===== src/verilog/cbe_regs.svh =====
// constants for the conditional branch evaluator
// assumes inclusion by bare name from the design files
`ifndef CBE_REGS_SVH
`define CBE_REGS_SVH
// status flag bit positions in the status byte
`define CBE_FLAG_C 0
`define CBE_FLAG_N 2
`define CBE_FLAG_V 3
`define CBE_FLAG_H 5
`define CBE_FLAG_T 6
// cycle counts of a conditional branch
`define CBE_CYC_NOT_TAKEN 1
`define CBE_CYC_TAKEN 2
// reset value of the program counter
`define CBE_PC_RESET 16'h0000
`endif


===== src/verilog/cbe_pkg.sv =====
// types for the conditional branch evaluator
// assumes nothing beyond a systemverilog compiler
package cbe_pkg;
  // branch condition selected by the decoder
  typedef enum logic [3:0] {
    CBE_NONE,
    CBE_BRANCH_IF_LOWER,
    CBE_BRANCH_IF_SAME_OR_HIGHER,
    CBE_BRANCH_IF_MINUS,
    CBE_BRANCH_IF_PLUS,
    CBE_BRANCH_IF_SIGNED_GE,
    CBE_BRANCH_IF_SIGNED_LT,
    CBE_BRANCH_IF_HALFCARRY_SET,
    CBE_BRANCH_IF_HALFCARRY_CLEAR,
    CBE_BRANCH_IF_TRANSFER_SET
  } cbe_cond_t;
  // sequencer states
  typedef enum logic [0:0] {
    CBE_FETCH,
    CBE_TAKEN_WAIT
  } cbe_state_t;
endpackage : cbe_pkg


===== src/verilog/cbe_branch_unit.sv =====
// conditional relative branch sequencer with program counter update
// assumes decoder issues on issue_in only when ready_out is high
// assumes the status register is owned elsewhere; this block never writes it
`timescale 1ns/1ps
`default_nettype none
`include "cbe_regs.svh"
// How it works
// - taken loads pc plus offset plus one
// - one cycle not taken, two taken
// - branches never change any status flag
// - lower branches when carry is one
// - minus branches when negative is one
// - plus branches when negative is zero
// - signed ge branches when n xor v zero
// - signed lt branches when n xor v one
// - halfcarry set branches when h one
// - halfcarry clear branches when h zero
// - transfer set branches when t one
// - same or higher branches when carry zero
module cbe_branch_unit #(
  parameter int PC_WIDTH = 16,
  parameter int OFFSET_WIDTH = 7
) (
  // clock and reset
  input wire logic clk_in,
  input wire logic srst_in,
  // decoder side
  input wire logic issue_in,
  input wire cbe_pkg::cbe_cond_t cond_in,
  input wire logic [OFFSET_WIDTH-1:0] offset_in,
  output logic ready_out,
  // status register side
  input wire logic [7:0] sreg_in,
  output logic sreg_we_out,
  // program counter
  output logic [PC_WIDTH-1:0] pc_out,
  output logic done_out,
  output logic taken_out
);
  import cbe_pkg::*;

  // refuse widths the adder cannot serve; the extension needs at least one bit to copy into
  if (PC_WIDTH < 2 || OFFSET_WIDTH < 1 || OFFSET_WIDTH >= PC_WIDTH) begin : g_bad_width
    $error("cbe_branch_unit: bad width parameters");
  end

  cbe_state_t state; // sequencer state
  cbe_state_t next_state;
  logic [PC_WIDTH-1:0] pc; // program counter
  logic [PC_WIDTH-1:0] next_pc;
  logic [PC_WIDTH-1:0] target; // held target for the second cycle
  logic done; // completion pulse
  logic done_taken; // completion was a taken branch
  wire logic cond_true; // evaluated condition

  // condition test lives in its own leaf
  cbe_cond_eval i_cbe_cond_eval (
    .cond_in(cond_in),
    .sreg_in(sreg_in),
    .taken_out(cond_true)
  );

  // offset sign extended before addition, so backward branches wrap right
  wire logic [PC_WIDTH-1:0] offset_ext =
    {{(PC_WIDTH-OFFSET_WIDTH){offset_in[OFFSET_WIDTH-1]}}, offset_in};
  wire logic [PC_WIDTH-1:0] pc_plus_one = pc + {{(PC_WIDTH-1){1'b0}}, 1'b1};
  wire logic [PC_WIDTH-1:0] branch_target = pc_plus_one + offset_ext;
  wire logic accept = issue_in && (state == CBE_FETCH);
  wire logic take = accept && cond_true && (cond_in != CBE_NONE);

  // flags are read only; the write enable stays low for every branch
  assign sreg_we_out = 1'b0;
  // no new issue while the taken branch spends its second cycle
  assign ready_out = (state == CBE_FETCH);

  // next state and pc
  always_comb begin
    next_state = state;
    next_pc = pc;
    unique case (state)
      CBE_FETCH: begin
        if (take) begin
          next_state = CBE_TAKEN_WAIT;
        end else if (accept) begin
          next_pc = pc_plus_one; // falls through in one cycle
        end
      end
      CBE_TAKEN_WAIT: begin
        next_state = CBE_FETCH;
        next_pc = target; // target loaded in second cycle
      end
    endcase
  end

  // state and pc registers
  always_ff @(posedge clk_in) begin
    if (srst_in) begin
      state <= CBE_FETCH;
      pc <= `CBE_PC_RESET;
    end else begin
      state <= next_state;
      pc <= next_pc;
    end
  end

  // target capture at issue
  always_ff @(posedge clk_in) begin
    if (srst_in) begin
      target <= `CBE_PC_RESET;
    end else if (take) begin
      target <= branch_target;
    end
  end

  // completion pulse, one per branch
  always_ff @(posedge clk_in) begin
    if (srst_in) begin
      done <= 1'b0;
      done_taken <= 1'b0;
    end else begin
      done <= (accept && !take) || (state == CBE_TAKEN_WAIT);
      done_taken <= (state == CBE_TAKEN_WAIT);
    end
  end

  assign pc_out = pc;
  assign done_out = done;
  assign taken_out = done_taken;

  // helper: marks that at least one cycle has passed since reset, so $past values are valid
  logic hist_valid;
  always_ff @(posedge clk_in) begin
    if (srst_in) begin
      hist_valid <= 1'b0;
    end else begin
      hist_valid <= 1'b1;
    end
  end
endmodule : cbe_branch_unit
`default_nettype wire


===== src/verilog/cbe_cond_eval.sv =====
// combinational test of one branch condition against the status byte
// assumes the status byte is stable during the issue cycle
`timescale 1ns/1ps
`default_nettype none
`include "cbe_regs.svh"
module cbe_cond_eval (
  // selection and flags
  input wire cbe_pkg::cbe_cond_t cond_in,
  input wire logic [7:0] sreg_in,
  // result
  output logic taken_out
);
  import cbe_pkg::*;
  // individual flags picked from the status byte
  wire logic flag_c = sreg_in[`CBE_FLAG_C];
  wire logic flag_n = sreg_in[`CBE_FLAG_N];
  wire logic flag_v = sreg_in[`CBE_FLAG_V];
  wire logic flag_h = sreg_in[`CBE_FLAG_H];
  wire logic flag_t = sreg_in[`CBE_FLAG_T];
  // signed relation is sign xor overflow
  wire logic signed_less = flag_n ^ flag_v;
  // condition multiplexer
  always_comb begin
    unique case (cond_in)
      CBE_NONE: taken_out = 1'b0;
      CBE_BRANCH_IF_LOWER: taken_out = flag_c;
      CBE_BRANCH_IF_SAME_OR_HIGHER: taken_out = ~flag_c;
      CBE_BRANCH_IF_MINUS: taken_out = flag_n;
      CBE_BRANCH_IF_PLUS: taken_out = ~flag_n;
      CBE_BRANCH_IF_SIGNED_GE: taken_out = ~signed_less;
      CBE_BRANCH_IF_SIGNED_LT: taken_out = signed_less;
      CBE_BRANCH_IF_HALFCARRY_SET: taken_out = flag_h;
      CBE_BRANCH_IF_HALFCARRY_CLEAR: taken_out = ~flag_h;
      CBE_BRANCH_IF_TRANSFER_SET: taken_out = flag_t;
      default: taken_out = 1'b0; // illegal code never branches
    endcase
  end
endmodule : cbe_cond_eval
`default_nettype wire


===== config.mk =====
export PLATFORM = sky130hd
export DESIGN_NAME = cbe_branch_unit
export DESIGN_NICKNAME = d
export VERILOG_FILES = /design/src/verilog/cbe_pkg.sv /design/src/verilog/cbe_branch_unit.sv /design/src/verilog/cbe_cond_eval.sv
export VERILOG_INCLUDE_DIRS = /design/src /design/src/verilog
export SDC_FILE = /design/constraint.sdc
export NUM_CORES = 1
export LEC_CHECK = 0
export BUFFER_PORTS_ARGS = -buffer_cell sky130_fd_sc_hd__buf_2
export CAP_MARGIN = 10
export CORE_ASPECT_RATIO = 1.25
export CORE_UTILIZATION = 40
export CTS_CLUSTER_SIZE = 14
export DETAILED_ROUTE_END_ITERATION = 16
export SKIP_LAST_GASP = 1
export SLEW_MARGIN = 20
export SYNTH_ARGS = -nofsm -noshare
export SYNTH_HDL_FRONTEND = slang
export SYNTH_SLANG_ARGS = --single-unit

===== constraint.sdc =====
create_clock -name clk_in -period 3.2 [get_ports clk_in]
set_input_delay 0.16 -clock clk_in [delete_from_list [all_inputs] [get_ports clk_in]]
set_output_delay 0.16 -clock clk_in [all_outputs]
set_load 0.03 [all_outputs]

==> results.json <==
{
  "slew_violations": 0,
  "fillers": 676,
  "clockBufferDepth": 2,
  "ff2ff_path_depth": 11,
  "max_slew_margin_pct": 46.4,
  "ys_seq_area_share_pct": 26.2,
  "drt_iter0_drc": 116,
  "start_kind": "flop",
  "die_area_um2": 7030,
  "die_h_um": 93.5,
  "cts-root-buf": "clkbuf_8",
  "grt_usage_pct": 19.7,
  "hold_path.class": "in2reg",
  "outcome": "completed",
  "r2r_start": "pc_out[0]",
  "globalplace.congestion": 0.774,
  "fp-row-count": 33,
  "synth_compound_area_share_pct": 24.3,
  "ir_worst_vdd_mv": 0.267,
  "cp_max_fo": 4,
  "drt_wl_total_um": 6650,
  "clkSinkCount": 35,
  "switching_share_pct": 32.6,
  "p_int_uw": 750,
  "wire_per_inst_um": 14.7,
  "tritoncts": "built",
  "cts_made_buffers": 5,
  "rsz0062_at_grt": "yes",
  "synth_area_um2": 2680,
  "max_slew.worst_pin.slew_ps": 804,
  "coreArea_um2": 6520,
  "synthFlopType": "dfxtp_1",
  "ys_warn_count": 0,
  "setup_viol": 0,
  "fmax_mhz": 333,
  "clkTransAtPathRegs_ps": 70,
  "dieWidth_um": 75.2,
  "muxShareOfSynthArea_pct": 0.747,
  "grt_max_degree": 46,
  "async_reset_ff_share_pct": 0,
  "postPlaceCellArea_um2": 2930,
  "drc": 0,
  "leakagePower_uw": 0.00128,
  "area_growth_pct": 14.0,
  "powerDensity_nw_per_um2": 364,
  "cap_violations": 0,
  "grt_pass1_wl_um": 10600,
  "finalNetCount": 407,
  "synth_fa_ha_area_share_pct": 9.15,
  "fin_area_um2": 3050,
  "via_per_inst": 5.62,
  "end_kind": "flop",
  "hold_start": "offset_in[0]",
  "crit_type": "reg2reg",
  "overflow": 0,
  "holdPathEnd": "target[0]",
  "min_period_ps": 3000,
  "io_pins": 42,
  "reg2reg_slack_ps": 200,
  "hpwl_um": 5010,
  "via_count": 2544,
  "synthCells": 328,
  "pwr-share-clk_pct": 28.9,
  "crit_arrival_ps": 3180,
  "drtPass1Iterations": 4,
  "holdWs_ps": 254,
  "start_util_pct": 41.1,
  "reg2reg_to": "target[14]",
  "crit_start": "pc_out[0]",
  "p_comb_share_pct": 27.9,
  "portBuffers": 37,
  "drive_above_1_share_pct": 18.6,
  "clock_latency_ps": 280,
  "synth_edf_count": 0,
  "first_global_vias": 2309,
  "yosys.area_share.xor_xnor_pct": 8.83,
  "synth-simple-area-share_pct": 25.3,
  "synth_cell_types": 65,
  "antenna-diode-count": 0,
  "yosys_register_bits": 35,
  "syn_avg_cell_area_um2": 8.17,
  "p_switching_uw": 362,
  "seqPwrFrac_pct": 43.2,
  "cts_htree_levels": 2,
  "worst_ep_required_time_ps": 3380,
  "whs_path_depth": 4,
  "grt_antenna_before_repair": 0,
  "hold_viol": 0,
  "fin_skew_ps": 6.12,
  "synth_top_family_by_area": "simple AND/OR/NAND/NOR gates",
  "ctsHoldBuffers": 0,
  "syn_nets": 369,
  "ant_nets": 0,
  "period_share_pct": 93.9
}
[power groups by stage]
stage,Sequential [uW],Clock (uW),Combinational (uW)
global placement,490,0,303
global route,484,348,343
CTS,481,332,310
floorplan,512,0,204
finish,481,322,310
detailed placement,491,0,309
[worst max path at each step]
| stage | endpoint |
|---|---|
| 3_5_place_dp | target[14] |
| 5_1_grt | target[13] |
| 3_3_place_gp | target[14] |
| 2_1_floorplan | target[14] |
| 4_1_cts | target[14] |
| 6_report | target[14] |
[repair_timing]
item / 4_1_cts / 5_1_grt
setup buffers: 0 / 1
endpoints found under the setup margin: 0 / 4
gates resized for setup: 0 / 6
[registers in the layout, indices dropped and copies added, names as in the netlist]
register / count
pc_out: 16
target: 16
done_out: 1
taken_out: 1
state: 1
[metal layers]
metal	share of wire, %	wire length (um)	track usage [%]
met5	0	0	0
met2	53	3510	36.3
met3	3.1	206	3.13
met1	43	2830	22.7
met4	1.5	97	5.56
[cells in the mapped netlist, types with 3 or more instances]
cell type	instances	share of area [%]
o21ai_1	4	0.75
a21o_1	4	1.1
nor3b_1	5	1.4
a311oi_1	7	2.3
o211ai_1	5	1.4
nand3_1	9	1.7
dlygate4sd3_1	3	1.1
nand3b_1	3	0.84
o21a_1	4	1.1
xor2_1	11	3.6
or3_1	7	1.6
o311ai_0	3	0.98
nand2_1	34	4.8
nand4_1	5	1.2
nor2_1	35	4.9
xnor2_1	16	5.2
a211oi_1	9	2.5
ha_1	18	8.4
o21ai_0	8	1.5
nand2b_1	6	1.4
or4_1	4	1.1
dfxtp_1	35	26
a21oi_1	23	4.3
inv_1	11	1.5
clkbuf_1	6	0.84
[logic make-up after synthesis]
logic type / after synthesis
simple gates: 128
compound gates: 90
flops: 35
xor+xnor: 27
buf+inv: 26
fa+ha+maj: 19
mux: 2
other cells: 1
[cell usage in the layout, fill, tap and decap left out, types with 5 or more instances in the layout]
cell type  count
xor2_1        11
clkbuf_8       6
a211oi_1       9
nand2b_1       6
buf_2         37
nand4_1        5
inv_1         11
nand3_1        8
nand2_1       34
nor2_1        34
o21ai_0        8
a21oi_1       22
a311oi_1       7
nor3b_1        5
xnor2_1       16
dfxtp_1       35
buf_4          9
o211ai_1       5
or3_1          7
ha_1          17
[cell type report]
| type | count | area, um2 | area share [%] |
|---|---|---|---|
| repair buffers | 46 | 253 | 8.28 |
| clock inverters | 1 | 5.00 | 0.164 |
| clock buffers | 6 | 82.6 | 2.70 |
| well taps | 87 | 109 | 3.57 |
| inverters | 11 | 41.3 | 1.35 |
| flip-flops and latches | 35 | 701 | 23.0 |
| multi-input cells | 267 | 1860 | 61.0 |
[worst max-delay path, stage by stage, from the launching register on]
cell     delay, ps
dfxtp_1        380
ha_2           230
and3_1         230
nand3_1        170
xnor2_1        290
ha_1           300
o21a_1         200
o21a_1         160
o41a_1         160
a221o_1        330
or3_1          300
and3_1         140
[per-stage QoR]
step	setup slack, ps	utilization (%)	power (uW)	cells	setup TNS [ps]
floorplan	167	-	716	328	0
global route	-12.0	46.8	1180	453	-16.7
CTS	10.8	46.3	1120	452	0
global placement	157	44.9	792	445	0
finish	196	46.8	1110	453	0
detailed placement	40.6	44.9	800	445	0
(Power assumes the default switching activity.)
